## src/verilog/scwd_pkg.sv

```systemverilog
// Purpose: Shared constants and types for the serial command word decoder
// Assumes: 29-bit command words, four channels, 22 data bits
// Notes: Bus offsets are byte addresses on a 32-bit Avalon-MM slave
package scwd_pkg;
    // Command word layout
    localparam int CMD_W = 29;
    localparam int DATA_W = 22;
    localparam int NCH = 4;
    localparam int RW_BIT = 28;
    localparam int CH_HI = 27;
    localparam int CH_LO = 24;
    localparam int RS_HI = 23;
    localparam int RS_LO = 22;
    localparam logic [5:0] CMD_BITS = 6'h1d;
    localparam logic [5:0] CNT_MAX = 6'h3f;

    // Register-set codes
    localparam logic [1:0] RS_CTRL = 2'h0;
    localparam logic [1:0] RS_GAIN = 2'h1;
    localparam logic [1:0] RS_OFFS = 2'h2;
    localparam logic [1:0] RS_DATA = 2'h3;
    localparam logic [21:0] DATA_ONES = 22'h3f_ffff;
    localparam logic [21:0] DATA_ZERO = 22'h00_0000;

    // Avalon-MM register map and reset values
    localparam logic [3:0] OFF_CTRL = 4'h0;
    localparam logic [3:0] OFF_STAT = 4'h4;
    localparam logic [3:0] OFF_SYSCFG = 4'h8;
    localparam logic [3:0] OFF_LASTCMD = 4'hc;
    localparam int CTRL_EN_BIT = 0;
    localparam int CTRL_CLR_BIT = 1;
    localparam logic CTRL_EN_RST = 1'b1;
    localparam logic [21:0] SYSCFG_RST = 22'h00_0000;
    localparam logic [21:0] BANK_RST = 22'h00_0000;
    localparam int STAT_FRAME_BIT = 4;

    // Serial pins from the host controller
    typedef struct packed {
        logic sclk;
        logic sync_n;
        logic sdi;
    } scwd_link_t;

    // Register write request to the channels
    typedef struct packed {
        logic [3:0] ch;
        logic [1:0] rs;
        logic [21:0] data;
    } scwd_wr_t;

    typedef enum logic [3:0] {
        CLS_NONE, CLS_SYS_WR, CLS_CH_WR, CLS_NOP, CLS_RD, CLS_RSVD, CLS_LEN_ERR, CLS_OFF
    } scwd_cls_t;

    typedef enum logic {
        ST_IDLE, ST_FRAME
    } scwd_state_t;
endpackage

```

## src/verilog/scwd_sync.sv

```systemverilog
// Purpose: Three-stage synchroniser with agreement filter for the serial pins
// Assumes: Inputs are asynchronous to ref_clk
// Notes: A change is accepted once stages two and three agree
`timescale 1ns/1ns
`default_nettype none
module scwd_sync (
    input wire logic ref_clk,
    input wire logic srst,
    input wire logic ce,
    input wire scwd_pkg::scwd_link_t d,
    output scwd_pkg::scwd_link_t q
);
    import scwd_pkg::*;

    logic [2:0] s1_ff, s2_ff, s3_ff, q_ff;
    logic [2:0] din;
    logic [2:0] nxt_q;

    assign din = d;
    assign q = q_ff;

    // Per-pin filter: hold the last agreed level
    genvar i;
    generate
        for (i = 0; i < 3; i = i + 1) begin : g_pin
            assign nxt_q[i] = (s2_ff[i] == s3_ff[i]) ? s3_ff[i] : q_ff[i];
        end
    endgenerate

    // Stage registers; idle pins read high
    always_ff @(posedge ref_clk) begin
        if (srst) begin
            s1_ff <= 3'h7;
            s2_ff <= 3'h7;
            s3_ff <= 3'h7;
            q_ff <= 3'h7;
        end else if (ce) begin
            s1_ff <= din;
            s2_ff <= s1_ff;
            s3_ff <= s2_ff;
            q_ff <= nxt_q;
        end
    end
endmodule
`default_nettype wire

```

## src/verilog/scwd_decoder.sv

```systemverilog
// Purpose: Serial command word decoder with register bank and readback
// Assumes: Serial pins sampled by ref_clk; Avalon-MM slave for control
// Notes: Command is decoded when sync_n rises after exactly 29 bits
// How it works
// - Top bit set starts readback, never write
// - Bits 27..24 select channels three..zero
// - Multi-channel write applies same set and data
// - Zero channels, set 00 loads system config
// - No-operation code changes no config or bank register, only status, its counter and the last command
// - Channel read needs exactly one channel bit
// - Word is 29 bits, fixed header positions
// - Set codes pick control, gain, offset, input data
`timescale 1ns/1ns
`default_nettype none
module scwd_decoder (
    input wire logic ref_clk,
    input wire logic srst,
    input wire logic ce,
    input wire scwd_pkg::scwd_link_t link,
    output logic sdo,
    input wire logic [3:0] avs_address,
    input wire logic avs_read,
    input wire logic avs_write,
    input wire logic [31:0] avs_writedata,
    output logic [31:0] avs_readdata,
    output logic avs_waitrequest,
    input wire logic [21:0] cmp_status,
    input wire logic [21:0] alarm_status,
    output scwd_pkg::scwd_wr_t wr_req,
    output logic wr_valid,
    output logic [21:0] sys_cfg
);
    import scwd_pkg::*;

    // True when exactly one channel bit is set
    function automatic logic onehot4(input logic [3:0] c);
        onehot4 = (c == 4'h1) || (c == 4'h2) || (c == 4'h4) || (c == 4'h8);
    endfunction

    // Bank index of a one-hot channel and a register set
    function automatic logic [3:0] bank_idx(input logic [3:0] c, input logic [1:0] r);
        logic [1:0] n;
        n = c[3] ? 2'h3 : c[2] ? 2'h2 : c[1] ? 2'h1 : 2'h0;
        bank_idx = {n, r};
    endfunction

    scwd_link_t s_link;
    scwd_sync u_sync (
        .ref_clk(ref_clk),
        .srst(srst),
        .ce(ce),
        .d(link),
        .q(s_link)
    );

    // Link-side state
    scwd_state_t state_ff, nxt_state;
    logic sclk_d_ff, nxt_sclk_d;
    logic sync_d_ff, nxt_sync_d;
    logic [28:0] shift_ff, nxt_shift;
    logic [28:0] rb_ff, nxt_rb;
    logic [5:0] cnt_ff, nxt_cnt;
    logic sdo_ff, nxt_sdo;
    logic [21:0] sys_cfg_ff, nxt_sys_cfg;
    logic [21:0] bank_ff [16];
    logic [21:0] nxt_bank [16];
    scwd_wr_t wr_ff, nxt_wr;
    logic wr_valid_ff, nxt_wr_valid;
    scwd_cls_t cls_ff, nxt_cls;
    logic [28:0] last_cmd_ff, nxt_last_cmd;
    logic [7:0] rsvd_cnt_ff, nxt_rsvd_cnt;
    logic [7:0] nop_cnt_ff, nxt_nop_cnt;
    logic [7:0] len_cnt_ff, nxt_len_cnt;

    // Bus-side state
    logic ack_ff, nxt_ack;
    logic [31:0] rdata_ff, nxt_rdata;
    logic en_ff, nxt_en;
    logic cnt_clr;

    // Decode fields of the received word
    logic rd;
    logic [3:0] ch;
    logic [1:0] rs;
    logic [21:0] dat;
    logic sclk_rise, frame_start, frame_end;
    logic [3:0] ch_hit;
    scwd_cls_t cls;
    logic [21:0] rb_val;

    assign rd = shift_ff[RW_BIT];
    assign ch = shift_ff[CH_HI:CH_LO];
    assign rs = shift_ff[RS_HI:RS_LO];
    assign dat = shift_ff[DATA_W-1:0];
    assign sclk_rise = s_link.sclk & ~sclk_d_ff;
    assign frame_start = sync_d_ff & ~s_link.sync_n;
    assign frame_end = ~sync_d_ff & s_link.sync_n & (state_ff == ST_FRAME);

    // Classify the word and pick the readback value
    always_comb begin
        cls = CLS_RSVD;
        rb_val = DATA_ZERO;
        if (!en_ff) begin
            cls = CLS_OFF;
        end else if (cnt_ff != CMD_BITS) begin
            cls = CLS_LEN_ERR;
        end else if (!rd && ch == 4'h0) begin
            if (rs == RS_CTRL) begin
                cls = CLS_SYS_WR;
            end else if (rs == RS_DATA && dat == DATA_ONES) begin
                cls = CLS_NOP;
            end
        end else if (!rd) begin
            cls = CLS_CH_WR;
        end else if (ch == 4'h0) begin
            if (dat == DATA_ZERO && rs != RS_OFFS) begin
                cls = CLS_RD;
                case (rs)
                    RS_CTRL: rb_val = sys_cfg_ff;
                    RS_GAIN: rb_val = cmp_status;
                    default: rb_val = alarm_status;
                endcase
            end
        end else if (onehot4(ch)) begin
            cls = CLS_RD;
            rb_val = bank_ff[bank_idx(ch, rs)];
        end
    end

    // Per-channel write enables
    genvar gi;
    generate
        for (gi = 0; gi < NCH; gi = gi + 1) begin : g_ch
            assign ch_hit[gi] = frame_end && (cls == CLS_CH_WR) && ch[gi];
        end
    endgenerate

    // Next state of the link side
    always_comb begin
        nxt_state = state_ff;
        nxt_sclk_d = s_link.sclk;
        nxt_sync_d = s_link.sync_n;
        nxt_shift = shift_ff;
        nxt_rb = rb_ff;
        nxt_cnt = cnt_ff;
        nxt_sdo = sdo_ff;
        nxt_sys_cfg = sys_cfg_ff;
        nxt_bank = bank_ff;
        nxt_wr = wr_ff;
        nxt_wr_valid = 1'b0;
        nxt_cls = cls_ff;
        nxt_last_cmd = last_cmd_ff;
        nxt_rsvd_cnt = cnt_clr ? 8'h00 : rsvd_cnt_ff;
        nxt_nop_cnt = cnt_clr ? 8'h00 : nop_cnt_ff;
        nxt_len_cnt = cnt_clr ? 8'h00 : len_cnt_ff;
        case (state_ff)
            ST_IDLE: begin
                if (frame_start) begin
                    nxt_state = ST_FRAME;
                    nxt_cnt = 6'h00;
                    nxt_sdo = rb_ff[CMD_W-1];
                end
            end
            ST_FRAME: begin
                if (frame_end) begin
                    nxt_state = ST_IDLE;
                    nxt_cls = cls;
                    nxt_last_cmd = shift_ff;
                    // Counters: a same-cycle clear applies first, then the event counts one
                    if (cls == CLS_RSVD) begin
                        nxt_rsvd_cnt = nxt_rsvd_cnt + 8'h01;
                    end
                    if (cls == CLS_NOP) begin
                        nxt_nop_cnt = nxt_nop_cnt + 8'h01;
                    end
                    if (cls == CLS_LEN_ERR) begin
                        nxt_len_cnt = nxt_len_cnt + 8'h01;
                    end
                    if (cls == CLS_SYS_WR) begin
                        nxt_sys_cfg = dat;
                    end
                    if (cls == CLS_RD) begin
                        nxt_rb = {shift_ff[CMD_W-1:DATA_W], rb_val};
                    end
                    if (cls == CLS_CH_WR) begin
                        nxt_wr = '{ch: ch, rs: rs, data: dat};
                        nxt_wr_valid = 1'b1;
                    end
                    for (int c = 0; c < NCH; c++) begin
                        if (ch_hit[c]) begin
                            nxt_bank[bank_idx(4'h1 << c, rs)] = dat;
                        end
                    end
                end else if (sclk_rise) begin
                    nxt_shift = {shift_ff[CMD_W-2:0], s_link.sdi};
                    nxt_rb = {rb_ff[CMD_W-2:0], 1'b0};
                    nxt_sdo = rb_ff[CMD_W-2];
                    if (cnt_ff != CNT_MAX) begin
                        nxt_cnt = cnt_ff + 6'h01;
                    end
                end
            end
            default: nxt_state = ST_IDLE;
        endcase
    end

    // Link-side registers
    always_ff @(posedge ref_clk) begin
        if (srst) begin
            state_ff <= ST_IDLE;
            sclk_d_ff <= 1'b1;
            sync_d_ff <= 1'b1;
            shift_ff <= '0;
            rb_ff <= '0;
            cnt_ff <= 6'h00;
            sdo_ff <= 1'b0;
            sys_cfg_ff <= SYSCFG_RST;
            for (int k = 0; k < 16; k++) begin
                bank_ff[k] <= BANK_RST;
            end
            wr_ff <= '0;
            wr_valid_ff <= 1'b0;
            cls_ff <= CLS_NONE;
            last_cmd_ff <= '0;
            rsvd_cnt_ff <= 8'h00;
            nop_cnt_ff <= 8'h00;
            len_cnt_ff <= 8'h00;
        end else if (ce) begin
            state_ff <= nxt_state;
            sclk_d_ff <= nxt_sclk_d;
            sync_d_ff <= nxt_sync_d;
            shift_ff <= nxt_shift;
            rb_ff <= nxt_rb;
            cnt_ff <= nxt_cnt;
            sdo_ff <= nxt_sdo;
            sys_cfg_ff <= nxt_sys_cfg;
            bank_ff <= nxt_bank;
            wr_ff <= nxt_wr;
            wr_valid_ff <= nxt_wr_valid;
            cls_ff <= nxt_cls;
            last_cmd_ff <= nxt_last_cmd;
            rsvd_cnt_ff <= nxt_rsvd_cnt;
            nop_cnt_ff <= nxt_nop_cnt;
            len_cnt_ff <= nxt_len_cnt;
        end
    end

    // Avalon slave: one wait cycle, write acts when waitrequest is low
    assign avs_waitrequest = (avs_read | avs_write) & ~ack_ff;
    assign cnt_clr = ce & ack_ff & avs_write & (avs_address == OFF_CTRL) & avs_writedata[CTRL_CLR_BIT];

    always_comb begin
        nxt_ack = (avs_read | avs_write) & ~ack_ff;
        nxt_rdata = rdata_ff;
        nxt_en = en_ff;
        if (avs_read && !ack_ff) begin
            case (avs_address)
                OFF_CTRL: nxt_rdata = {31'h0000_0000, en_ff};
                OFF_STAT: nxt_rdata = {rsvd_cnt_ff, nop_cnt_ff, len_cnt_ff, 3'h0,
                                       state_ff == ST_FRAME, cls_ff};
                OFF_SYSCFG: nxt_rdata = {10'h000, sys_cfg_ff};
                OFF_LASTCMD: nxt_rdata = {3'h0, last_cmd_ff};
                default: nxt_rdata = 32'h0000_0000;
            endcase
        end
        if (ack_ff && avs_write && avs_address == OFF_CTRL) begin
            nxt_en = avs_writedata[CTRL_EN_BIT];
        end
    end

    // Bus-side registers
    always_ff @(posedge ref_clk) begin
        if (srst) begin
            ack_ff <= 1'b0;
            rdata_ff <= 32'h0000_0000;
            en_ff <= CTRL_EN_RST;
        end else if (ce) begin
            ack_ff <= nxt_ack;
            rdata_ff <= nxt_rdata;
            en_ff <= nxt_en;
        end
    end

    assign avs_readdata = rdata_ff;
    assign sdo = sdo_ff;
    assign wr_req = wr_ff;
    assign wr_valid = wr_valid_ff;
    assign sys_cfg = sys_cfg_ff;
endmodule
`default_nettype wire

```

## config.mk

```make
export PLATFORM = sky130hd
export DESIGN_NAME = scwd_decoder
export DESIGN_NICKNAME = d
export VERILOG_FILES = /design/src/verilog/scwd_pkg.sv /design/src/verilog/scwd_sync.sv /design/src/verilog/scwd_decoder.sv
export SDC_FILE = /design/constraint.sdc
export NUM_CORES = 1
export LEC_CHECK = 0
export BUFFER_PORTS_ARGS = -buffer_cell sky130_fd_sc_hd__buf_2
export CORE_ASPECT_RATIO = 1.2
export CORE_MARGIN = 5
export CORE_UTILIZATION = 43
export DETAILED_ROUTE_END_ITERATION = 8
export HOLD_SLACK_MARGIN = 0.06
export PLACE_DENSITY = 0.66
export SLEW_MARGIN = 10
export SYNTH_ARGS = -nofsm -noshare
export SYNTH_HDL_FRONTEND = slang
export SYNTH_HIERARCHICAL = 1
export SYNTH_SLANG_ARGS = --single-unit
```

## constraint.sdc

```tcl
create_clock -name ref_clk -period 2.7 [get_ports ref_clk]
set_input_delay 0.27 -clock ref_clk [delete_from_list [all_inputs] [get_ports ref_clk]]
set_output_delay 0.27 -clock ref_clk [all_outputs]
set_load 0.02 [all_outputs]
```

== Yosys cells after proc, flatten, opt, wreduce, memory -nomap -nowiden ==
Index checks and enable logic that the tools add are counted.

* Register bits: 574
* Latch bits: 0
* Bits in writable memories: 0
* Bits in read-only memories: 0
* Input bits: 88
* Output and inout bits: 85
* Logic and storage cells: 216
* Memories kept: 0

* Add/sub/neg operators: 4
* Multipliers: 0
* Divide/modulo/power cells: 0
* Order comparisons: 9
* Eq/ne operators: 27
* Shift operators: 0
* Mux-type cells: 76
* Bitwise operators: 21
* Reductions and logical operators: 37

{| class="wikitable"
|+ Operator list
! operator !! count
|-
| $mux W352 || 10
|-
| $bwmux W352 || 4
|-
| $demux W22 S4 || 4
|-
| $mux W22 || 13
|-
| $pmux W32 S4 || 1
|-
| $mux W8 || 12
|-
| $bmux W22 S4 || 1
|-
| $mux W29 || 3
|-
| $pmux W22 S2 || 1
|-
| $ge A5 B5 Y1 const B || 5
|-
| $add A8 B1 Y8 const B || 3
|-
| $mux W6 || 4
|-
| $eq A22 B22 Y1 const B || 1
|-
| $logic_not A22 Y1 || 1
|-
| $eq A4 B3 Y1 const B || 5
|-
| $lt A5 B1 Y1 const B || 4
|-
| $mux W4 || 5
|-
| $reduce_and A4 Y1 || 5
|-
| $logic_and A1 B1 Y1 || 15
|-
| $not A4 Y5 || 3
|-
| $eq A4 B2 Y1 const B || 3
|-
| $eq A4 B4 Y1 const B || 3
|-
| $pmux W6 S2 || 1
|-
| $mux W1 || 11
|-
| other kinds (25) || 56
|}

== Longest topological paths before layout ==
Gate-level depths: netlist of the first run.

* Word-level depth: 26
* Depth in mapped cells: 12
* Gate-level depth less buffers: 9

== By module ==
Netlist of the first run, hierarchy kept.

{| class="wikitable"
|+ Modules (own cells, without submodules)
! module !! times used !! cells each !! area an instance (µm²) !! seq. area each (µm²)
|-
| scwd_decoder || 1 || 2835 || 25070.3 || 11230.8
|-
| scwd_sync || 1 || 46 || 498.0 || 240.2
|}

== Worst setup path before layout of the first run ==
Ideal clock, no wire load.

* Path type: register to register
* Start: reg u_sync.q_ff[1], in the netlist u_sync/q[1]
* End: reg nop_cnt_ff[7]
* Setup time: 70 ps
* Arrival: 2526 ps
* Required time: 2630 ps
* Setup slack: 104 ps
* Stages on the path, launching flop included: 10
* Path buffers: 3
* Period minus slack after synthesis: 2596 ps
* Cell sequence: dfxtp_1 > and4b_1 > buf_4 > nand2_4 > or3_1 > clkbuf_2 > or4_1 > buf_2 > or4_1 > a21oi_1

* Word-level cells in the longest chain between the ends: 4

{| class="wikitable"
|+ RTL lines
! what !! line !! RTL
|-
| start: declaration || scwd_sync.sv:15 || <nowiki>logic [2:0] s1_ff, s2_ff, s3_ff, q_ff;</nowiki>
|-
| start signal: assignment || scwd_sync.sv:41 || <nowiki>q_ff <= nxt_q;</nowiki>
|-
| $and A1 B1 Y1 (2 in series) || scwd_decoder.sv:97 || <nowiki>assign frame_end = ~sync_d_ff & s_link.sync_n & (state_ff == ST_FRAME);</nowiki>
|-
| $mux W8 || scwd_decoder.sv:165 || <nowiki>if (frame_end) begin</nowiki>
|-
| $mux W8 || scwd_decoder.sv:156 || <nowiki>case (state_ff)</nowiki>
|-
| end signal: assignment || scwd_decoder.sv:243 || <nowiki>nop_cnt_ff <= nxt_nop_cnt;</nowiki>
|-
| end: declaration || scwd_decoder.sv:72 || <nowiki>logic [7:0] nop_cnt_ff, nxt_nop_cnt;</nowiki>
|}

Every way passes these cells.
A chain may end at the register's enable or synchronous reset.

== Worst setup path in the final report of the first run ==
* Start: reg cnt_ff[0]
* End: reg nop_cnt_ff[7]

* Word-level cells in the longest chain between the ends: 7

{| class="wikitable"
|+ RTL lines
! what !! line !! RTL
|-
| start: declaration || scwd_decoder.sv:62 || <nowiki>logic [5:0] cnt_ff, nxt_cnt;</nowiki>
|-
| start signal: assignment || scwd_decoder.sv:234 || <nowiki>cnt_ff <= nxt_cnt;</nowiki>
|-
| $ne A6 B5 Y1 || scwd_decoder.sv:105 || <nowiki>end else if (cnt_ff != CMD_BITS) begin</nowiki>
|-
| $mux W4 || scwd_decoder.sv:105 ||
|-
| $mux W4 || scwd_decoder.sv:103 || <nowiki>if (!en_ff) begin</nowiki>
|-
| $eq A4 B2 Y1 || scwd_decoder.sv:173 || <nowiki>if (cls == CLS_NOP) begin</nowiki>
|-
| $mux W8 || scwd_decoder.sv:173 ||
|-
| $mux W8 || scwd_decoder.sv:165 ||
|-
| $mux W8 || scwd_decoder.sv:156 ||
|}

Every way passes these cells.

==> run summary, run 1 <==
worst-path fanout max = 6
Critical Path Source = cnt_ff[0]$_SDFFE_PP0P_
Static Leakage = 0.0112 uW
Port Buffer Count = 142
Async SR Flop Fraction = 0
Worst Hold Class = in -> reg
GRT overflow = 0
Power Total = 16,800 uW
Setup crit end kind = flip-flop
antenna viol nets, final = 0
Unique masters post-synth = 67
WL final = 79.8 mm
WP data arrival = 3130 ps
clk slew on worst S/H paths = 60 ps
worst setup path end = nop_cnt_ff[7]$_SDFFE_PP0P_
I/O pin cnt = 173
DPL Wire Length = 52.2 mm
Worst-Margin Slew = 837 ps
DIE AREA = 64,500 um2
total of max-cap violations = 0
initial core utilization = 0.432
vias per inst = 5.69
fin util = 0.501
Antenna Cells = 0
Final Hold Viols = 0
Synth Flop Type = dfxtp_1
Worst R2R Setup Slack = 110 ps
Synth Net Count = 2,974
DRT iter0 DRCs = 1,984
Synth-to-Final Area Change = 16.1%
total negative slack = 0 ps
clk_lat worst skew = 610 ps
FF-to-FF End = nop_cnt_ff[7]$_SDFFE_PP0P_
fin crit share = 0.958
Critical Path RT = 3250 ps
GP Congestion = 0.868
vias = 21.7k
fin nets = 3,060
Cell Area, Synth = 25,600 um2
crit path launch type = flip-flop
sequential fraction of the synthesis area = 0.449
TritonCTS clock tree = yes
Synth area leaders = dfxtp_1 (45%), nand2_1 (9.1%), mux2i_1 (8.0%)
top cell type by total area after synthesis = dfxtp_1
R2R depth = 6
RSZ-0062 raised after global routing = no
final worst slack = 115 ps
share of layout cells above drive strength 1 = 0.175
maximum VDD drop = 491 uV
relative slew slack = 0.442
Worst Skew = 17.6 ps
largest net degree at the start of global routing = 126
vias in the first global route = 21.6k
Mean Syn Cell Area = 8.87 um2
Max Clk Rate = 387 MHz
first-pass GRT wire length = 122 mm
CP Class = reg -> reg
CORE AREA = 59,200 um2
CTS Buf Count = 56
first-pass detailed-route iteration total = 6
# DRC = 0
root buffer cell = clkbuf_16
Post-synth EDFFs = 0
H-Tree Depth = 2
share of the synthesized area in the top cell type = 0.449
setup violators final = 0
CTS Sinks = 573
global-route usage over all layers = 0.238
r2r startpoint = cnt_ff[0]$_SDFFE_PP0P_
per-cell routed wire length = 21.0 um
standard-cell rows = 98
fill count = 5,395
Die Y = 277 um
status = finished clean
Power Density = 564 nW/um2
most numerous cell in the Yosys netlist = nand2_1
Synth top cells by count = nand2_1 (620), dfxtp_1 (573), a21oi_1 (392)
Post-CTS Setup Inserts = 0
pre-CTS setup slack = 59.0 ps
synthesized flop and latch total = 573
fin. max-slew vios = 0
min cycle time layout = 2590 ps
initial antenna violation count = 0
Synth Instances = 2,881
die width = 233 um
Yosys warnings = 6
Max clock buf depth = 3
==> cells by family (layout without fill, tap and decap cells) <==
kind of cell / count (synthesis) / after routing / synth area share
AO/OA/AOI/OAI: 582 / 582 / 0.133
flip-flops: 573 / 573 / 0.449
XOR/XNOR: 9 / 9 / 0.00308
buffers and inverters: 284 / 411 / 0.0437
multiplexers: 323 / 323 / 0.171
AND/OR/NAND/NOR: 1105 / 1105 / 0.198
adder cells (fa/ha/maj): 5 / 5 / 0.00245
==> registers in the layout (all words and copies together), names as in the netlist, 8 cells and up <==
signal / flops
rsvd_cnt_ff: 8
last_cmd_ff: 29
bank_ff: 352
sys_cfg: 22
avs_readdata: 32
rb_ff: 29
wr_req: 28
shift_ff: 29
len_cnt_ff: 8
nop_cnt_ff: 8
==> layout by cell type (no fill, tap or decap), drive strengths merged, types with 5 or more instances in the layout <==
cell and count:
nor2b 14, and3 6, o21ai 33, buf 296, nand4 21, nand4b 8, a211o 11, or4 8
a32oi 8, and2 14, o211ai 7, dfxtp 573, mux4 89, or3 7, nor4 11, o31a 22
nor2 135, nand2 622, nor3 15, xnor2 5, nand2b 206, mux2 30, a22oi 69, clkinv 9
o31ai 11, a21oi 395, clkbuf 87, mux2i 204, ha 5, nand3 18, inv 12
==> stage by stage <==
step                      instances  area [um2]  hold WS [ps]
after CTS                      3808       29700          62.3
after detailed placement       3705       27800           443
after floorplan                2881       25600           369
final                          3808       29700          83.3
after global placement         3705       27800           431
after global routing           3808       29700          87.9
==> report_power, final <==
part / switching, uW / internal (uW)
clock network: 3370 / 4530
logic: 228 / 148
registers: 12.0 / 8460
==> repair_timing <==
item,CTS,global route
hold buffers,4,0
endpoints found under the hold margin,4,0
gates resized for setup,0,5
endpoints found under the setup margin,0,253
==> worst max-delay path: stages (launching register included) <==
cell	delay (ps)
dfxtp_1	440
ha_1	280
nand2_2	70
or3_1	360
or4_1	680
or4_1	540
a21oi_1	140
==> cell type report <==
cell class,count,area [um2],share of cell area
Clock inverter,12,101,0.00341
Multi-Input combinational cell,2024,13000,0.439
Clock buffer,87,1750,0.0590
Tap cell,800,1000,0.0337
Sequential cell,573,11500,0.387
Inverter,12,45.0,0.00152
Timing Repair Buffer,300,2270,0.0766
==> routing by layer <==
metal,up-vias,routed length [um],GRT usage
met3,179,5420,0.0364
met4,0,3720,0.103
li1,10083,-,-
met1,10560,31000,0.288
met5,-,0,0
met2,830,39600,0.419
==> worst min-delay path by stage <==
stage,from,depth (start not counted),end,slack [ps]
3_5_place_dp,bank_ff[31]$_SDFFE_PP0P_,2,bank_ff[31]$_SDFFE_PP0P_,440
5_1_grt,alarm_status[17],4,rb_ff[17]$_SDFFE_PP0P_,90
2_1_floorplan,srst,1,u_sync/s3_ff[0]$_SDFFE_PP1P_,370
4_1_cts,alarm_status[17],4,rb_ff[17]$_SDFFE_PP0P_,60
6_report,alarm_status[17],4,rb_ff[17]$_SDFFE_PP0P_,80
3_3_place_gp,u_sync/s3_ff[2]$_SDFFE_PP1P_,2,u_sync/s3_ff[2]$_SDFFE_PP1P_,430
No activity file was read; power rests on OpenSTA's default activity.
==> run 2, diff against run 1 <==
CORE_UTILIZATION = 46   (was 43)
MAX_ROUTING_LAYER = met4   (was not set)
PLACE_DENSITY = 0.7   (was 0.66)
==> run summary, run 2 (synthesized netlist as in run 1, its figures left out) <==
status = finished clean
TritonCTS clock tree = yes
Internal = 12,700 uW (-3.2%)
worst-path fanout max = 6 (unchanged)
fin nets = 3,041 (-0.62%)
Worst Hold Class = in -> reg
R2R depth = 6 (unchanged)
Clock power frac = 0.455 (-0.017)
CP top delay family = simple AND/OR/NAND/NOR gates
standard-cell rows = 94 (-4.1%)
sum of buffers and inverters on the critical path = 0 (unchanged)
Net Sw Frac = 0.214 (-0.00130)
total negative slack = 0 ps (unchanged)
FF-to-FF End = nop_cnt_ff[7]$_SDFFE_PP0P_
min cycle time layout = 2550 ps (-39.4 ps)
CORE AREA = 54,900 um2 (-7.3%)
maximum VDD drop = 457 uV (-6.8%)
I/O pin cnt = 173 (unchanged)
Hold Path Cell Cnt = 4 (unchanged)
first-pass GRT wire length = 120 mm (-2.4%)
Critical Path Source = cnt_ff[4]$_SDFFE_PP0P_
DIE AREA = 60,400 um2 (-6.3%)
DPL Wire Length = 50.8 mm (-2.7%)
clk_lat worst skew = 600 ps (about the same)
Most flops, register = bank_ff
CTS Buf Count = 53 (-5.4%)
Static Leakage = 0.0110 uW (-1.1%)
switching power = 3470 uW (-3.9%)
Worst-Margin Slew = 758 ps (-78.6 ps)
fin. max-slew vios = 0 (unchanged)
combinational power share = 0.022 (about the same)
placed cells = 3,609 (-2.6%)
Setup crit end kind = flip-flop
Port Buffer Count = 142 (unchanged)
Die Y = 268 um (-3.2%)
# DRC = 0 (unchanged)
Power Density = 552 nW/um2 (-2.3%)
Max stage delay on crit path = 620 ps (-60 ps)
Synth-to-Final Area Change = 14.9%
first-pass detailed-route iteration total = 6 (unchanged)
Slowest-stage cell, CP = or4_1
commonest cells after routing, fill and taps aside = nand2_1 (620), dfxtp_1 (571), a21oi_1 (391)
relative slew slack = 0.495 (+0.0524)
end point of the worst hold path = rb_ff[8]$_SDFFE_PP0P_
vias per inst = 5.81 (+2.2%)
commonest non-fill, non-tap cell in the layout = nand2_1
total of max-cap violations = 0 (unchanged)
fin crit share = 0.943 (-0.0146)
vias in the first global route = 21.3k (-1.4%)
Antenna Cells = 0 (unchanged)
initial antenna violation count = 0 (unchanged)
vias = 21.5k (-0.52%)
GP Congestion = 0.938 (+8.1%)
WL final = 76.0 mm (-4.7%)
Cell Count, Final, Fillers Out = 3,705 (-2.7%)
DRT iter0 DRCs = 2,040 (+2.8%)
share of layout cells above drive strength 1 = 0.168 (-0.00770)
crit-path cells = and4b_1, nand2_2, or3_1, or4_1, or4_1, a21oi_1
crit path launch type = flip-flop
RSZ-0062 raised after global routing = no
Critical Path RT = 3230 ps (-20 ps)
die width = 225 um (-3.2%)
Max Clk Rate = 393 MHz (+1.5%)
Max clock buf depth = 3 (unchanged)
WP data arrival = 3070 ps (-60 ps)
hold_sp = alarm_status[8]
per-cell routed wire length = 20.5 um (-2.1%)
Critical Path Most Common Cell = or4_1
CTS Sinks = 573 (unchanged)
global-route usage over all layers = 0.252 (+0.0138)
GRT overflow = 0 (unchanged)
Final Hold Viols = 0 (unchanged)
largest net degree at the start of global routing = 134 (+6.3%)
initial core utilization = 0.466 (+0.0338)
root buffer cell = clkbuf_16
setup violators final = 0 (unchanged)
max reg flops = 352 (unchanged)
Reg power frac = 0.523 (+0.017)
antenna viol nets, final = 0 (unchanged)
Worst Skew = 22.5 ps (+4.98 ps)
CP Class = reg -> reg
clk slew on worst S/H paths = 70 ps (about the same)
H-Tree Depth = 2 (unchanged)
Worst R2R Setup Slack = 150 ps (+40 ps)
r2r startpoint = cnt_ff[4]$_SDFFE_PP0P_
[run 2: cell types whose count changed in the layout (fill, tap and decap cells not counted), moves of 2 or more]
cell	change
clkbuf_1	+2
buf_4	-21
buf_12	+6
inv_16	+2
clkbuf_8	-4
clkinv_2	+2
clkbuf_16	-5
clkinv_4	-2
[run 2: final cells by class]
class / instances / area, um2
timing repair buffer: 284 / 2220
tap: 720 / 901
fill: 4735 / 25600
inverter: 12 / 45.0
multi-input combinational: 2024 / 13000
clock buffer: 80 / 1580
clock inverter: 12 / 118
sequential: 573 / 11500
[run 2: power by group through the flow]
stage | Clock [uW] | Sequential, uW | Combinational [uW]
floorplan | 0 | 8660 | 232
global placement | 0 | 8660 | 343
detailed placement | 0 | 8660 | 352
CTS | 7460 | 8470 | 358
global route | 7810 | 8470 | 387
finish | 7370 | 8470 | 363
[run 2: worst min-delay path, stage by stage]
cell     delay [ps]
buf_2           100
a21oi_1          60
o21ai_0         140
o31a_1          110
[run 2: how the worst max path moves through the flow]
stage | endpoint | slack (ps) | depth (start not counted)
6_report | nop_cnt_ff[7]$_SDFFE_PP0P_ | 150 | 6
5_1_grt | bank_ff[329]$_SDFFE_PP0P_ | 70 | 9
4_1_cts | rsvd_cnt_ff[6]$_SDFFE_PP0P_ | 90 | 8
3_5_place_dp | rsvd_cnt_ff[6]$_SDFFE_PP0P_ | 120 | 8
3_3_place_gp | rsvd_cnt_ff[6]$_SDFFE_PP0P_ | 150 | 8
2_1_floorplan | nop_cnt_ff[7]$_SDFFE_PP0P_ | 100 | 9
[run 2: layer usage]
layer | vias up | global-route usage | wire (um)
li1 | 10031 | - | -
met1 | 10494 | 0.303 | 30000
met2 | 833 | 0.431 | 37700
met3 | 181 | 0.0306 | 5120
met4 | 0 | 0.105 | 3240
met5 | - | - | 0
[run 2: stage by stage]
step	setup WS (ps)	hold WS, ps	util	power, uW	area (um2)
2_1_floorplan	104	369	-	8890	25600
3_3_place_gp	146	434	0.503	9000	27600
3_5_place_dp	123	441	0.503	9010	27600
4_1_cts	92.1	102	0.535	16300	29400
5_1_grt	65.6	94.1	0.535	16700	29400
6_report	154	118	0.535	16200	29400
[run 2: repair_timing]
item,4_1_cts,5_1_grt
hold endpoints to repair,4,0
resized for setup,0,1
endpoints found under the setup margin,0,1
hold buffers,4,0
buffers inserted,0,0
